### config.mk
export PLATFORM = sky130hd
export DESIGN_NAME = port_s_dir_input
export DESIGN_NICKNAME = d
export VERILOG_FILES = /design/src/hw/port_s_pkg.sv /design/src/hw/pin_ctrl_if.sv /design/src/hw/port_s_dir_input.sv /design/src/hw/port_s_dir_resolve.sv /design/src/hw/port_s_sync.sv
export SDC_FILE = /design/constraint.sdc
export NUM_CORES = 1
export LEC_CHECK = 0
export BUFFER_PORTS_ARGS = -buffer_cell sky130_fd_sc_hd__buf_2
export CORE_MARGIN = 3
export CORE_UTILIZATION = 41
export DETAILED_ROUTE_END_ITERATION = 8
export PLACE_DENSITY = 0.79
export SKIP_CTS_REPAIR_TIMING = 1
export SLEW_MARGIN = 20
export SYNTH_ARGS = -nofsm -noshare
export SYNTH_HDL_FRONTEND = slang
export SYNTH_SLANG_ARGS = --single-unit
### constraint.sdc
create_clock -name sys_clk_i -period 1.5 [get_ports sys_clk_i]
set_input_delay 0.075 -clock sys_clk_i [delete_from_list [all_inputs] [get_ports sys_clk_i]]
set_output_delay 0.075 -clock sys_clk_i [all_outputs]
set_load 0.05 [all_outputs]
### src/hw/port_s_pkg.sv
// Constants for the port S direction and pin level readback block.
// Assumes a byte-wide register port with a 16-bit address and one system clock.
package port_s_pkg;

    // Register port geometry
    localparam int          ADDR_W         = 16;
    localparam int          DATA_W         = 8;
    localparam int          PIN_COUNT      = 8;

    // Register offsets
    localparam logic [15:0] PIN_LEVEL_OFFS = 16'h0249;
    localparam logic [15:0] DIR_OFFS       = 16'h024a;
    localparam logic [15:0] DATA_VIEW_OFFS = 16'h0248;

    // Reset values
    localparam logic [7:0]  DIR_RESET      = 8'h00;
    localparam logic [7:0]  RD_RESET       = 8'h00;
    localparam logic [7:0]  UNMAPPED_READ  = 8'h00;

    // Route select fields: SPI location in bits 5:4, two-wire location in bit 1
    localparam int          SPI_ROUTE_LSB  = 4;
    localparam logic [1:0]  SPI_ROUTE_HERE = 2'b00;
    localparam int          IIC_ROUTE_BIT  = 1;

    // Pin positions with a shared function
    localparam int          PIN_SPI_LSB    = 4;
    localparam int          PIN_IIC_SCL    = 4;
    localparam int          PIN_IIC_SDA    = 7;
    localparam int          PIN_CAN_TX     = 3;
    localparam int          PIN_CAN_RX     = 2;
    localparam int          PIN_SCI_TX     = 1;
    localparam int          PIN_SCI_RX     = 0;

    // Pulse channel indices that land on this port
    localparam int          PULSE_ON_PIN7  = 3;
    localparam int          PULSE_ON_PIN6  = 2;
    localparam int          PULSE_ON_PIN5  = 1;
    localparam int          PULSE_ON_PIN4  = 0;
    localparam int          PULSE_ON_PIN1  = 7;
    localparam int          PULSE_ON_PIN0  = 6;

    // Input synchroniser depth, also the settle time after a direction change
    localparam int          SYNC_STAGES    = 2;

endpackage

### src/hw/pin_ctrl_if.sv
// Bundle between the register core and the direction resolver.
// Assumes both ends sit on the same clock; the resolver is purely combinational.
`timescale 1ns/10ps
`default_nettype none
interface pin_ctrl_if;
    logic [7:0] dir_bits;        // Software direction bits
    logic       spi_on;          // SPI enabled and routed here
    logic [3:0] spi_dir;         // SPI wanted directions, pins 7..4
    logic       iic_on;          // Two-wire bus enabled and routed here
    logic       can_on;          // CAN controller enabled
    logic       sci_on;          // Async serial interface enabled
    logic [7:0] pulse_on;        // Pulse channel enabled and routed here
    logic       pulse7_shutdown; // Channel 7 routed here as shutdown input
    logic [7:0] dir;             // Resolved direction, 1 = output
    logic [7:0] od;              // Resolved open-drain request

    modport resolver (
        input  dir_bits, spi_on, spi_dir, iic_on, can_on, sci_on, pulse_on, pulse7_shutdown,
        output dir, od
    );
    modport owner (
        output dir_bits, spi_on, spi_dir, iic_on, can_on, sci_on, pulse_on, pulse7_shutdown,
        input  dir, od
    );
endinterface
`default_nettype wire

### src/hw/port_s_dir_input.sv
// Port S direction control and raw pin level readback.
// Assumes a single-cycle strobe register port and enable levels from the
// peripherals that share the pins, all synchronous to sys_clk_i.
`timescale 1ns/10ps
`default_nettype none

//Contract
// - Level readback returns synchronised pin levels
// - Writes to level readback change nothing
// - Level readback has no reset value
// - Direction bit one output, zero input
// - Pin 7: SPI, two-wire, channel 3, bit
// - Pin 6: SPI, channel 2, bit
// - Pin 5: SPI, channel 1, bit
// - Pin 4: SPI, two-wire, channel 0, bit
// - CAN enabled forces pin 3 output
// - CAN enabled forces pin 2 input
// - Pin 1: serial out, channel 7 mode, bit
// - Pin 0: serial in, channel 6, bit
// - Reads settle two clocks after direction change
// - Data view: stored bit or pin level
// - Route select decides SPI, two-wire placement
module port_s_dir_input
    import port_s_pkg::*;
(
    input  wire logic                          sys_clk_i,
    input  wire logic                          resetn_i,
    input  wire logic [port_s_pkg::ADDR_W-1:0] addr_i,
    input  wire logic [port_s_pkg::DATA_W-1:0] wr_data_i,
    input  wire logic                          wr_en_i,
    input  wire logic                          rd_en_i,
    output logic      [port_s_pkg::DATA_W-1:0] rd_data_o,
    input  wire logic [7:0]                    port_s_pins_i,
    input  wire logic [7:0]                    port_output_data_i,
    input  wire logic [7:0]                    peripheral_route_select_i,
    input  wire logic                          spi_en_i,
    input  wire logic [3:0]                    spi_dir_i,
    input  wire logic                          two_wire_bus_en_i,
    input  wire logic                          can_en_i,
    input  wire logic                          async_serial_iface_en_i,
    input  wire logic [7:0]                    pulse_en_i,
    input  wire logic [7:0]                    pulse_routed_i,
    input  wire logic                          pulse_channel_7_shutdown_i,
    output logic      [7:0]                    pin_dir_o,
    output logic      [7:0]                    pin_open_drain_o
);
    import port_s_pkg::*;

    pin_ctrl_if ctl ();

    logic [7:0] pin_direction_bits;
    logic [7:0] next_pin_direction_bits;
    logic [7:0] pin_level_readback;
    logic [7:0] data_view;
    logic [7:0] next_rd_data;
    logic [7:0] next_pin_dir;
    logic [7:0] next_pin_open_drain;

    port_s_sync u_sync (
        .sys_clk_i (sys_clk_i),
        .pins_i    (port_s_pins_i),
        .level_o   (pin_level_readback)
    );

    port_s_dir_resolve u_resolve (
        .ctl (ctl.resolver)
    );

    always_comb begin
        ctl.dir_bits        = pin_direction_bits;
        ctl.spi_on          = spi_en_i &&
            (peripheral_route_select_i[SPI_ROUTE_LSB +: 2] == SPI_ROUTE_HERE);
        ctl.spi_dir         = spi_dir_i;
        ctl.iic_on          = two_wire_bus_en_i && !peripheral_route_select_i[IIC_ROUTE_BIT];
        ctl.can_on          = can_en_i;
        ctl.sci_on          = async_serial_iface_en_i;
        ctl.pulse_on        = pulse_en_i & pulse_routed_i;
        ctl.pulse7_shutdown = pulse_routed_i[PULSE_ON_PIN1] && pulse_channel_7_shutdown_i;
    end

    assign data_view = (port_output_data_i & pin_direction_bits) |
                       (pin_level_readback & ~pin_direction_bits);

    // Next values for the direction register, read data and pin controls
    always_comb begin
        next_pin_direction_bits = pin_direction_bits;
        next_rd_data            = UNMAPPED_READ;
        next_pin_dir            = ctl.dir;
        next_pin_open_drain     = ctl.od;
        if (wr_en_i && addr_i == DIR_OFFS) begin
            next_pin_direction_bits = wr_data_i;
        end
        // Read data stands only in the cycle after the strobe
        if (rd_en_i) begin
            unique case (addr_i)
                PIN_LEVEL_OFFS: next_rd_data = pin_level_readback;
                DIR_OFFS:       next_rd_data = pin_direction_bits;
                DATA_VIEW_OFFS: next_rd_data = data_view;
                default:        next_rd_data = UNMAPPED_READ;
            endcase
        end
    end

    // Register stage; outputs come straight from flops to keep pad timing clean
    always_ff @(posedge sys_clk_i or negedge resetn_i) begin
        if (!resetn_i) begin
            pin_direction_bits <= DIR_RESET;
            rd_data_o          <= RD_RESET;
            pin_dir_o          <= DIR_RESET;
            pin_open_drain_o   <= 8'h00;
        end else begin
            pin_direction_bits <= next_pin_direction_bits;
            rd_data_o          <= next_rd_data;
            pin_dir_o          <= next_pin_dir;
            pin_open_drain_o   <= next_pin_open_drain;
        end
    end

    logic no_override;
    assign no_override = !ctl.spi_on && !ctl.iic_on && (ctl.pulse_on == 8'h00) &&
                         !can_en_i && !async_serial_iface_en_i && !ctl.pulse7_shutdown;
endmodule // port_s_dir_input
`default_nettype wire

### src/hw/port_s_dir_resolve.sv
// Priority resolver for the port S pin directions.
// Assumes enables and routes already combined by the owner of the bundle.
`timescale 1ns/10ps
`default_nettype none
module port_s_dir_resolve
    import port_s_pkg::*;
(
    pin_ctrl_if.resolver ctl
);
    // Per-pin priority chains, highest owner first
    always_comb begin
        ctl.dir = ctl.dir_bits;
        ctl.od  = 8'h00;
        if (ctl.spi_on) begin
            ctl.dir[7] = ctl.spi_dir[3];
        end else if (ctl.iic_on) begin
            ctl.dir[PIN_IIC_SDA] = 1'b1;
            ctl.od[PIN_IIC_SDA]  = 1'b1;
        end else if (ctl.pulse_on[PULSE_ON_PIN7]) begin
            ctl.dir[7] = 1'b1;
        end
        if (ctl.spi_on) begin
            ctl.dir[6] = ctl.spi_dir[2];
        end else if (ctl.pulse_on[PULSE_ON_PIN6]) begin
            ctl.dir[6] = 1'b1;
        end
        if (ctl.spi_on) begin
            ctl.dir[5] = ctl.spi_dir[1];
        end else if (ctl.pulse_on[PULSE_ON_PIN5]) begin
            ctl.dir[5] = 1'b1;
        end
        if (ctl.spi_on) begin
            ctl.dir[PIN_SPI_LSB] = ctl.spi_dir[0];
        end else if (ctl.iic_on) begin
            ctl.dir[PIN_IIC_SCL] = 1'b1;
            ctl.od[PIN_IIC_SCL]  = 1'b1;
        end else if (ctl.pulse_on[PULSE_ON_PIN4]) begin
            ctl.dir[4] = 1'b1;
        end
        if (ctl.can_on) begin
            ctl.dir[PIN_CAN_TX] = 1'b1;
        end
        if (ctl.can_on) begin
            ctl.dir[PIN_CAN_RX] = 1'b0;
        end
        // pin 1 chain; shutdown use wins over channel output
        if (ctl.sci_on) begin
            ctl.dir[PIN_SCI_TX] = 1'b1;
        end else if (ctl.pulse7_shutdown) begin
            ctl.dir[PIN_SCI_TX] = 1'b0;
        end else if (ctl.pulse_on[PULSE_ON_PIN1]) begin
            ctl.dir[PIN_SCI_TX] = 1'b1;
        end
        if (ctl.sci_on) begin
            ctl.dir[PIN_SCI_RX] = 1'b0;
        end else if (ctl.pulse_on[PULSE_ON_PIN0]) begin
            ctl.dir[PIN_SCI_RX] = 1'b1;
        end
    end
endmodule // port_s_dir_resolve
`default_nettype wire

### src/hw/port_s_sync.sv
// Two-stage synchroniser for the eight port S pin levels.
// Assumes pins may change at any time relative to sys_clk_i.
`timescale 1ns/10ps
`default_nettype none
module port_s_sync
    import port_s_pkg::*;
(
    input  wire logic                 sys_clk_i,
    input  wire logic [PIN_COUNT-1:0] pins_i,
    output logic      [PIN_COUNT-1:0] level_o
);
    logic [PIN_COUNT-1:0] stage1;
    logic [PIN_COUNT-1:0] stage2;

    // no reset value
    // No reset on purpose: the level simply follows the pins
    genvar g;
    for (g = 0; g < PIN_COUNT; g++) begin : g_bit
        always_ff @(posedge sys_clk_i) begin
            stage1[g] <= pins_i[g];
            stage2[g] <= stage1[g];
        end
    end

    assign level_o = stage2;
endmodule // port_s_sync
`default_nettype wire

Word-level counts from Yosys, hierarchy flattened
Cells that the tools add are included.

Flip-flop bits (word level): 41. Bits of input ports: 77. Word-level logic and storage cells: 55.

Eq/ne operators: 3. Mux-type cells: 21. Bitwise logic cells: 5. Reduce and logical (&&, ||, !) cells: 6.

Operator list (number): == test 16 x 10 -> 1 bit (second input constant) (3); bitwise AND 8 bit (3); one-hot mux 8 bit (3 select lines) (1); 2-to-1 mux 1 bit (19); 2-to-1 mux 8 bit (1); NOT 8 bit (1); OR 8 bit (1); logical AND 1 bit (4); zero test 2 bit (1); zero test 1 bit (1).

Logic depth before layout (Yosys ltp)
Gate-level depths: netlist of the first run.

Word-level depth: 5. Depth in mapped cells: 5.

Modules after synthesis
Synthesis of the first run repeated with hierarchy kept, for this count alone.

Cells, all modules: 139. Area total of the unflattened synthesis: 1761.7 um^2.

By module, submodules not included: port_s_dir_input (instances 1, cells each 95, area each 1272.5 um^2, sequential area each 800.8 um^2); port_s_sync (instances 1, cells each 16, area each 320.3 um^2, sequential area each 320.3 um^2); port_s_dir_resolve (instances 1, cells each 28, area each 168.9 um^2, sequential area each 0.0 um^2).

Least setup slack after synthesis of the first run
Ideal clock, no wire load.

Path type: input -> register. Start point: in addr_i[7] (netlist bit). End point: reg pin_direction_bits[0] (netlist: ctl.dir_bits[0]). Arrival: 1.365 ns. Required time: 1.375 ns. Slack: 0.010 ns. Stages on the path: 5. Buffers on the path: 1. Cell sequence: or4b_1 nor3_2 and4_1 buf_6 mux2_2.

Word-level cells in the longest chain between the ends: 2.

Ends and longest elaborated chain: start: declaration (RTL line port_s_dir_input.sv:28) `input wire logic [port_s_pkg::ADDR_W-1:0] addr_i,`; == test 16 x 10 -> 1 bit (RTL line port_s_dir_input.sv:90) `if (wr_en_i && addr_i == DIR_OFFS) begin`; logical AND 1 bit (RTL line port_s_dir_input.sv:90); end signal: assignment (RTL line port_s_dir_input.sv:112) `pin_direction_bits <= next_pin_direction_bits;`; end: declaration (RTL line port_s_dir_input.sv:51) `logic [7:0] pin_direction_bits;`.

No other way between the ends. A chain may end at the register's enable or synchronous reset.

Worst setup path in the final report of the first run
Ends and elaborated chain as after synthesis.

==> impl_metrics.py, run 1 <==
metrics = {
    "run_status": {
        "status": "finished clean",
    },
    "die": {
        "fp.dieW_um": 66.34,
        "fp-row-count": 21,
        "die_h_um": 66.34,
        "initial_utilization_pct": 43.70,
        "boundaryPins": 101,
        "die_area_mm2": 0.004401,
        "core-area_mm2": 0.003416,
    },
    "cts": {
        "cts_buffer_depth": 2,
        "path_clk_slew_ns": 0.12,
        "root_buffer": "clkbuf_4",
        "cts_buffers": 5,
        "clock-sinks": 41,
        "cts_tree": "done",
        "htreeDepth": 2,
        "insertion_delay_ns": 0.34,
    },
    "worst_setup_path": {
        "critical_path_class": "input pin to register",
        "crit_arrival_ns": 1.54,
        "cp-start-kind": "input pin",
        "cp-end-kind": "register",
        "critPathMaxFanout": 8,
        "critPathRequiredTime_ns": 1.74,
    },
    "layout": {
        "diodes": 0,
        "fillers": 288,
        "final_nets": 314,
        "layout-drive-gt1-share_pct": 47.90,
        "area_growth_pct": 52.39,
        "stdcell_area_mm2": 0.002275,
        "instances_no_fill": 284,
    },
    "timing": {
        "drv_slew": 0,
        "rsz0062_at_grt": "no",
        "layout_setup_ws_ns": 0.2070,
        "finalHoldViolations": 0,
        "setup_viol": 0,
        "finalCritPeriodShare_pct": 86.20,
        "min_period_ns": 1.293,
        "clock-skew-final_ns": 0.005026,
        "slew_headroom_pct": 63.73,
        "max_freq_ghz": 0.7734,
        "setup_tns_ns": 0,
        "tightest_slew_ns": 0.5441,
    },
    "power_and_ir_drop": {
        "ir_drop_mv": 0.9230,
        "power.density_mw_per_mm2": 947.4,
        "power_leakage_uw": 0.001155,
    },
    "detailed_routing": {
        "avgViaCountPerCell": 4.500,
        "wl_per_cell_um": 12.29,
        "wirelength_mm": 3.489,
        "drc": 0,
        "via_count": 1278,
        "drt-initial-drc-count": 11,
        "drt_pass1_iterations": 2,
        "ant_nets": 0,
    },
    "yosys": {
        "avgSynthCellArea_um2": 12.24,
        "synth_cells": 122,
        "synth-seq-cells": 41,
        "ys_types": 22,
        "async_flop_share_pct": 60.98,
        "ys.flop_type": "dfrtp_1",
        "synth_edf_count": 0,
        "synth_warnings": 0,
        "syn_area_mm2": 0.001493,
        "yosysSeqAreaShare_pct": 63.37,
    },
    "placed_design": {
        "placed_area_mm2": 0.001942,
        "globalplace.congestion": 0.7489,
        "place_ws_ns": -0.1723,
        "dp_hpwl_mm": 2.466,
        "placed_cells": 251,
        "portBuffers": 85,
    },
    "hold_path": {
        "hold_path.class": "input pin to register",
    },
    "global_route": {
        "track_usage_pct": 15.07,
        "grt_overflow_total": 0,
        "antenna_found_initial": 0,
        "grt_max_degree": 26,
        "grt_pass1_vias": 1130,
        "grt_first_pass_wirelength_mm": 4.836,
    },
    "job": {
        "cap_viol_max_count": 0,
    },
}
## worst max-delay path, stage by stage
cell and delay [ns]:
buf_2 0.09, or4b_1 0.53, nor3_2 0.13, and4_1 0.20
buf_4 0.16, mux2_2 0.35
## path summary, 6_finish.rpt
check / startpoint / endpoint / slack (ns) / cells after the start
min in group asynchronous: resetn_i / pin_dir_o[2] / 0.23 / 2
max: addr_i[7] / ctl.dir_bits[0] / 0.21 / 6
min reg2reg: u_sync.stage1[6] / u_sync.level_o[6] / 0.34 / 0
max in group asynchronous: resetn_i / rd_data_o[4] / 0.90 / 2
max reg2reg: ctl.dir_bits[0] / pin_dir_o[0] / 0.26 / 3
min: port_output_data_i[7] / rd_data_o[7] / 0.01 / 3
## flip-flops by register name (all words and copies together) (netlist names)
register / count
rd_data_o: 8
pin_open_drain_o: 1
ctl.dir_bits: 8
pin_dir_o: 8
u_sync.stage1: 8
u_sync.level_o: 8
## metrics by stage
| stage | utilization, % | total power, µW | hold WS (ns) |
|---|---|---|---|
| after global placement | 56.85 | 1415 | 0.09281 |
| final | 66.59 | 2155 | 0.01307 |
| after global routing | 66.59 | 2273 | 0.01313 |
| after CTS | 59.27 | 2130 | -0.2928 |
| after detailed placement | 56.85 | 1420 | 0.1016 |
| after floorplan | - | 1308 | -0.2206 |
## cell usage in the layout (no fill, tap or decap)
master	netlist	final
a21boi_0	1	1
buf_2	0	85
or3b_2	8	8
nand2_1	5	5
dfrtp_1	25	25
bufinv_16	0	1
and4_1	1	1
nand4_1	1	1
clkinv_4	0	1
o21ai_0	12	12
nor3_2	1	1
a21oi_1	13	13
nor2_1	2	2
nor2b_1	11	11
dfxtp_1	16	16
a211oi_1	2	2
buf_4	7	2
conb_1	1	6
nor4b_1	2	2
mux2_2	8	8
dlygate4sd3_1	0	25
or2_2	2	2
or4b_1	1	1
clkbuf_4	0	5
nor3b_1	1	1
inv_4	0	1
## power breakdown
group | switching, µW | internal (µW) | total, µW | leakage [µW]
registers | 7.76 | 1140 | 1140 | 0.000472
clock network | 355 | 355 | 709 | 0.0000457
logic | 165 | 138 | 303 | 0.000637
total | 527 | 1630 | 2160 | 0.00115
## synthesized netlist by cell type, types with 2 or more instances
master     n  area share, %
o21ai_0   12            4.0
or3b_2     8            4.7
a211oi_1   2            1.0
or2_2      2           0.84
nand2_1    5            1.3
nor2b_1   11            4.6
buf_4      7            3.5
mux2_2     8            6.0
dfxtp_1   16             21
a21oi_1   13            4.4
dfrtp_1   25             42
nor2_1     2           0.50
nor4b_1    2            1.2
## final cells by class
| class | instances | area (µm²) | area share, % |
|---|---|---|---|
| multi-input combinational | 77 | 498.0 | 21.89 |
| timing repair buffer | 112 | 690.7 | 30.36 |
| clock inverter | 3 | 45.04 | 1.980 |
| sequential | 41 | 945.9 | 41.58 |
| tap | 46 | 57.56 | 2.530 |
| clock buffer | 5 | 37.54 | 1.650 |
## routing by layer
layer	share of wire, %	wire (µm)	track usage, %	up-vias
met4	3.0	103	5.838	0
met3	8.3	290	6.973	10
li1	-	-	-	643
met2	51	1779	25.65	59
met1	38	1315	16.09	566
met5	0	0	0	-
## cell families after synthesis
logic type	Yosys count	synth area share (%)
simple gates	35	15.93
compound gates	28	9.891
mux	8	6.035
flops	41	63.37
buf+inv	9	4.526
other cells	1	0.2512
No activity file was read; power rests on OpenSTA's default activity.
==> inputs of run 2 (changes only) <==
Settings changed: ABC_AREA set to 1, CORE_ASPECT_RATIO set to 0.9, CORE_UTILIZATION 41 to 43.
Clock period 1.5 ns to 1.3 ns, I/O delays scaled along.
==> run 2 against run 1 <==
Setup slack improved by 0.12 ns. Final cell count rose by 26%. Final area rose by 10%. Wire length rose by 13%. Via count rose by 26%. Total power rose by 22%. Register-to-register slack improved by 0.07 ns. Non-clock buffer count fell by 5. Critical endpoint is now rd_data_o[2].
==> impl_metrics.py, run 2 <==
metrics = {
    "power_and_ir_drop": {
        "switching_power_uw": 614.4,
        "combPwrFrac_pct": 12.0,
        "power_leakage_uw": 0.001391,
        "p_int_uw": 2016,
        "ir_drop_mv": 0.7928,
        "pwr-share-seq_pct": 50.0,
        "swShare_pct": 23.36,
        "clkPwrFrac_pct": 38.0,
        "power.density_mw_per_mm2": 1048,
    },
    "cts": {
        "htreeDepth": 2,
        "cts_tree": "done",
        "path_clk_slew_ns": 0.08,
        "root_buffer": "clkbuf_8",
        "insertion_delay_ns": 0.28,
        "clock-sinks": 41,
        "cts_buffers": 5,
        "cts_buffer_depth": 2,
    },
    "global_route": {
        "grt_overflow_total": 0,
        "antenna_found_initial": 0,
        "grt_pass1_vias": 1445,
        "track_usage_pct": 16.11,
        "grt_max_degree": 26,
        "grt_first_pass_wirelength_mm": 6.120,
    },
    "yosys": {
        "syn_area_mm2": 0.001757,
        "synth-seq-cells": 41,
        "synth-xor-area-share_pct": 0,
        "synthMuxAreaShare_pct": 0.5698,
        "synthAdderAreaFrac_pct": 0,
        "synth_compound_area_share_pct": 6.410,
        "ys_top_cells_by_area": "dfrtp_1 (36%), dfxtp_1 (18%), nand2_1 (9.6%), nand3_1 (7.7%), nor2_1 (4.5%)",
        "synth_edf_count": 0,
        "yosysTopAreaCellShare_pct": 35.61,
        "synth_commonest_cells": "nand2_1 (45), nand3_1 (27), dfrtp_1 (25)",
        "ys.flop_type": "dfrtp_1",
        "async_flop_share_pct": 60.98,
        "synth_cells": 203,
        "post-synth-top-count-cell": "nand2_1",
        "synthSimpleGateAreaFrac_pct": 29.99,
        "yosysSeqAreaShare_pct": 53.85,
        "synth_warnings": 0,
        "synth_top_family_by_area": "simple AND/OR/NAND/NOR gates",
        "synth_largest_area_cell": "dfrtp_1",
        "ys_types": 22,
        "avgSynthCellArea_um2": 8.654,
    },
    "worst_setup_path": {
        "cp-start-kind": "register",
        "critical_path_class": "register to register",
        "critPathMaxFanout": 3,
        "critPathRequiredTime_ns": 1.48,
        "crit_arrival_ns": 1.14,
        "cp-end-kind": "register",
    },
    "placed_design": {
        "placed_area_mm2": 0.002218,
        "dp_hpwl_mm": 2.941,
        "globalplace.congestion": 0.7921,
        "portBuffers": 85,
    },
    "die": {
        "fp-row-count": 21,
        "fp.dieW_um": 73.38,
        "initial_utilization_pct": 46.11,
        "core-area_mm2": 0.003810,
        "die_h_um": 66.64,
        "die_area_mm2": 0.004889,
        "boundaryPins": 101,
    },
    "timing": {
        "finalHoldViolations": 0,
        "finalCritPeriodShare_pct": 74.61,
        "tightest_slew_ns": 0.5496,
        "setup_tns_ns": 0,
        "clock-skew-final_ns": 0.001868,
        "setup_viol": 0,
        "slew_headroom_pct": 63.36,
        "max_freq_ghz": 1.031,
        "min_period_ns": 0.9699,
        "rsz0062_at_grt": "no",
        "drv_slew": 0,
    },
    "layout": {
        "area_growth_pct": 42.88,
        "final_core_util_pct": 65.88,
        "diodes": 0,
        "stdcell_area_mm2": 0.002510,
        "final_cell_mix": "buf_2 (85), nand2_1 (45), nand3_1 (27), dfrtp_1 (25), nor2_1 (21)",
        "final_nets": 389,
        "layout_commonest_cell": "buf_2",
        "layout-drive-gt1-share_pct": 36.74,
    },
    "hold_path": {
        "hold_path.class": "input pin to register",
    },
    "detailed_routing": {
        "via_count": 1616,
        "met1_length_mm": 1.620,
        "drc": 0,
        "drt_pass1_iterations": 4,
        "wirelength_mm": 3.946,
        "wl_met2_mm": 2.020,
        "ant_nets": 0,
        "top_layer": "met4",
        "wl_per_cell_um": 10.99,
        "avgViaCountPerCell": 4.501,
        "drt-initial-drc-count": 56,
        "dr_wl_met3_um": 290,
    },
    "job": {
        "cap_viol_max_count": 0,
    },
    "run_status": {
        "status": "finished clean",
    },
}
run 2: routing by layer:
layer | GRT usage (%) | vias to the layer above
li1 | - | 847
met1 | 19.61 | 719
met2 | 28.01 | 48
met3 | 4.827 | 2
met4 | 3.394 | 0
met5 | 0 | -
run 2: stage by stage:
stage | std cells | power, µW | hold slack (ns) | setup WS (ns)
2_1_floorplan | 208 | 1493 | -0.2306 | 0.3424
3_3_place_gp | 333 | 1611 | 0.07899 | 0.2122
3_5_place_dp | 333 | 1618 | 0.08817 | 0.1581
4_1_cts | 341 | 2623 | -0.2226 | 0.3255
5_1_grt | 359 | 2757 | 0.02179 | 0.2119
6_report | 359 | 2630 | 0.003452 | 0.3301
run 2: final timing paths:
kind / start / end / slack, ns / cells past startpoint
setup / recovery: ctl.dir_bits[2] / rd_data_o[2] / 0.33 / 4
hold reg to reg: u_sync.stage1[5] / u_sync.level_o[5] / 0.33 / 0
setup reg to reg: ctl.dir_bits[2] / rd_data_o[2] / 0.33 / 4
max in group asynchronous: resetn_i / ctl.dir_bits[4] / 0.64 / 2
min in group asynchronous: resetn_i / pin_open_drain_o[4] / 0.30 / 2
hold / removal: pulse_routed_i[6] / pin_dir_o[0] / 0.003 / 3
run 2: cell families (layout without fill, tap and decap cells):
logic type	count (synthesis)	count (layout)
other	1	6
multiplexers	1	1
AO/OA/AOI/OAI	20	20
buffers and inverters	30	135
flip-flops	41	41
AND/OR/NAND/NOR	110	110
run 2: final cells by class:
type / instances / area, µm²
Clock buffer: 6 / 72.57
Inverter: 20 / 75.07
Multi-Input combinational cell: 137 / 671.9
Tap cell: 46 / 57.56
Clock inverter: 2 / 38.79
Fill cell: 345 / 1300
Sequential cell: 41 / 945.9
Timing Repair Buffer: 107 / 648.1
run 2: power groups by stage:
stage	Sequential [µW]	Clock (µW)	Combinational, µW
floorplan	1380	0	110
global placement	1340	0	269
detailed placement	1340	0	275
CTS	1320	1030	275
global route	1320	1090	347
finish	1320	999	314
run 2: worst max-delay path, stage by stage (launching register included):
cell and delay [ns]:
dfrtp_1 0.41, mux2i_1 0.21, nor2_1 0.07, nor2_1 0.12, nor2_1 0.06
==> inputs of run 3 (changes only) <==
Clock period 1.3 ns to 0.9 ns, I/O delays scaled along.
==> run 3 against run 2 <==
The run now ends with negative hold slack, negative setup slack left. Total power rose by 38%. Clock power increased by 22%. Die area unchanged. Sequential power increased by 45%. Critical path depth shrank 1. Fmax increased by 2.2%. Setup slack got worse by 0.38 ns. Final area is 11% higher. Critical path type unchanged. Core utilization grew 6.9 points.
==> impl_metrics.py, run 3 (synthesis results as in run 2) <==
metrics = {
    "detailed_routing": {
        "drc": 0,
        "drt_pass1_iterations": 5,
        "wirelength_mm": 4.190,
        "via_count": 1714,
        "ant_nets": 0,
        "drt-initial-drc-count": 42,
        "wl_per_cell_um": 11.14,
        "avgViaCountPerCell": 4.559,
    },
    "cts": {
        "insertion_delay_ns": 0.29,
        "htreeDepth": 2,
        "cts_tree": "done",
        "clock-sinks": 41,
        "cts_buffers": 5,
        "root_buffer": "clkbuf_8",
        "path_clk_slew_ns": 0.07,
        "cts_buffer_depth": 2,
    },
    "layout": {
        "final_cell_mix": "buf_2 (67), nand2_1 (45), nand3_1 (24), dfrtp_1 (24), buf_4 (22)",
        "final_nets": 406,
        "stdcell_area_mm2": 0.002774,
        "layout_commonest_cell": "buf_2",
        "diodes": 0,
        "layout-drive-gt1-share_pct": 44.24,
        "instances_no_fill": 376,
        "final_core_util_pct": 72.81,
        "area_growth_pct": 57.91,
    },
    "global_route": {
        "grt_overflow_total": 0,
        "track_usage_pct": 16.16,
        "grt_first_pass_wirelength_mm": 6.016,
        "antenna_found_initial": 0,
        "grt_pass1_vias": 1515,
        "grt_max_degree": 26,
    },
    "worst_setup_path": {
        "critical_path_class": "register to register",
        "cp-end-kind": "register",
        "critPathRequiredTime_ns": 1.06,
        "cp-start-kind": "register",
        "crit_arrival_ns": 1.11,
        "critPathMaxFanout": 4,
    },
    "run_status": {
        "status": "finished with violations",
        "violations": "negative hold slack, negative setup slack",
    },
    "die": {
        "fp-row-count": 21,
        "initial_utilization_pct": 46.11,
        "die_area_mm2": 0.004889,
        "core-area_mm2": 0.003810,
        "die_h_um": 66.64,
        "fp.dieW_um": 73.38,
        "boundaryPins": 101,
    },
    "timing": {
        "tightest_slew_ns": 0.5615,
        "rsz0062_at_grt": "yes",
        "finalCritPeriodShare_pct": 105.5,
        "setup_tns_ns": -0.1811,
        "setup_viol": 7,
        "slew_headroom_pct": 62.57,
        "max_freq_ghz": 1.053,
        "drv_slew": 0,
        "min_period_ns": 0.9493,
        "layout_setup_ws_ns": -0.04930,
        "finalHoldViolations": 1,
        "clock-skew-final_ns": 0.008359,
        "whs_ns": -0.009083,
    },
    "placed_design": {
        "placed_cells": 343,
        "dp_hpwl_mm": 3.038,
        "place_ws_ns": -0.2347,
        "globalplace.congestion": 0.7992,
        "placed_area_mm2": 0.002310,
        "portBuffers": 85,
    },
    "job": {
        "cap_viol_max_count": 0,
    },
    "hold_path": {
        "hold_path.class": "input pin to register",
    },
    "power_and_ir_drop": {
        "power.density_mw_per_mm2": 1310,
        "power_leakage_uw": 0.001513,
        "ir_drop_mv": 0.9976,
    },
}
==> run 3: area by class of cell <==
| cell class | count | area [µm²] |
|---|---|---|
| sequential | 41 | 947.2 |
| multi-input combinational | 137 | 723.2 |
| clock inverter | 1 | 7.507 |
| fill | 269 | 1036 |
| tap | 46 | 57.56 |
| timing repair buffer | 124 | 869.6 |
| inverter | 20 | 82.58 |
| clock buffer | 7 | 86.33 |
==> run 3: per-stage QoR <==
| stage | power (µW) | hold WS [ns] |
|---|---|---|
| floorplan | 2166 | -0.2506 |
| global placement | 2346 | 0.06070 |
| detailed placement | 2354 | 0.06956 |
| CTS | 3573 | -0.2441 |
| global route | 3811 | 0.005212 |
| finish | 3634 | -0.009083 |
==> run 3: final timing paths <==
check                                  startpoint             endpoint  slack, ns  cells after the start
worst min-delay path            pulse_routed_i[6]         pin_dir_o[0]     -0.009                      3
worst min register to register   u_sync.stage1[5]    u_sync.level_o[5]       0.33                      0
worst max register to register    ctl.dir_bits[4]         pin_dir_o[4]      -0.05                      3
worst max-delay path              ctl.dir_bits[4]         pin_dir_o[4]      -0.05                      3
min in group asynchronous                resetn_i      ctl.dir_bits[1]       0.30                      2
max in group asynchronous                resetn_i  pin_open_drain_o[4]       0.20                      2
==> run 3: routing by layer <==
layer / GRT usage, % / share of wire (%)
met4: 6.561 / 0.67
met2: 29.02 / 53
met5: 0 / 0
met1: 17.72 / 41
met3: 4.676 / 5.5
==> run 3: where the power goes <==
part / internal [µW] / switching [µW]
Sequential: 1890 / 21.9
Combinational: 231 / 274
Clock: 623 / 599
==> run 3: worst max-delay path, stage by stage, from the launching register on <==
cell and delay [ns]:
dfrtp_1 0.43, buf_4 0.16, a21oi_2 0.13, a31oi_1 0.10
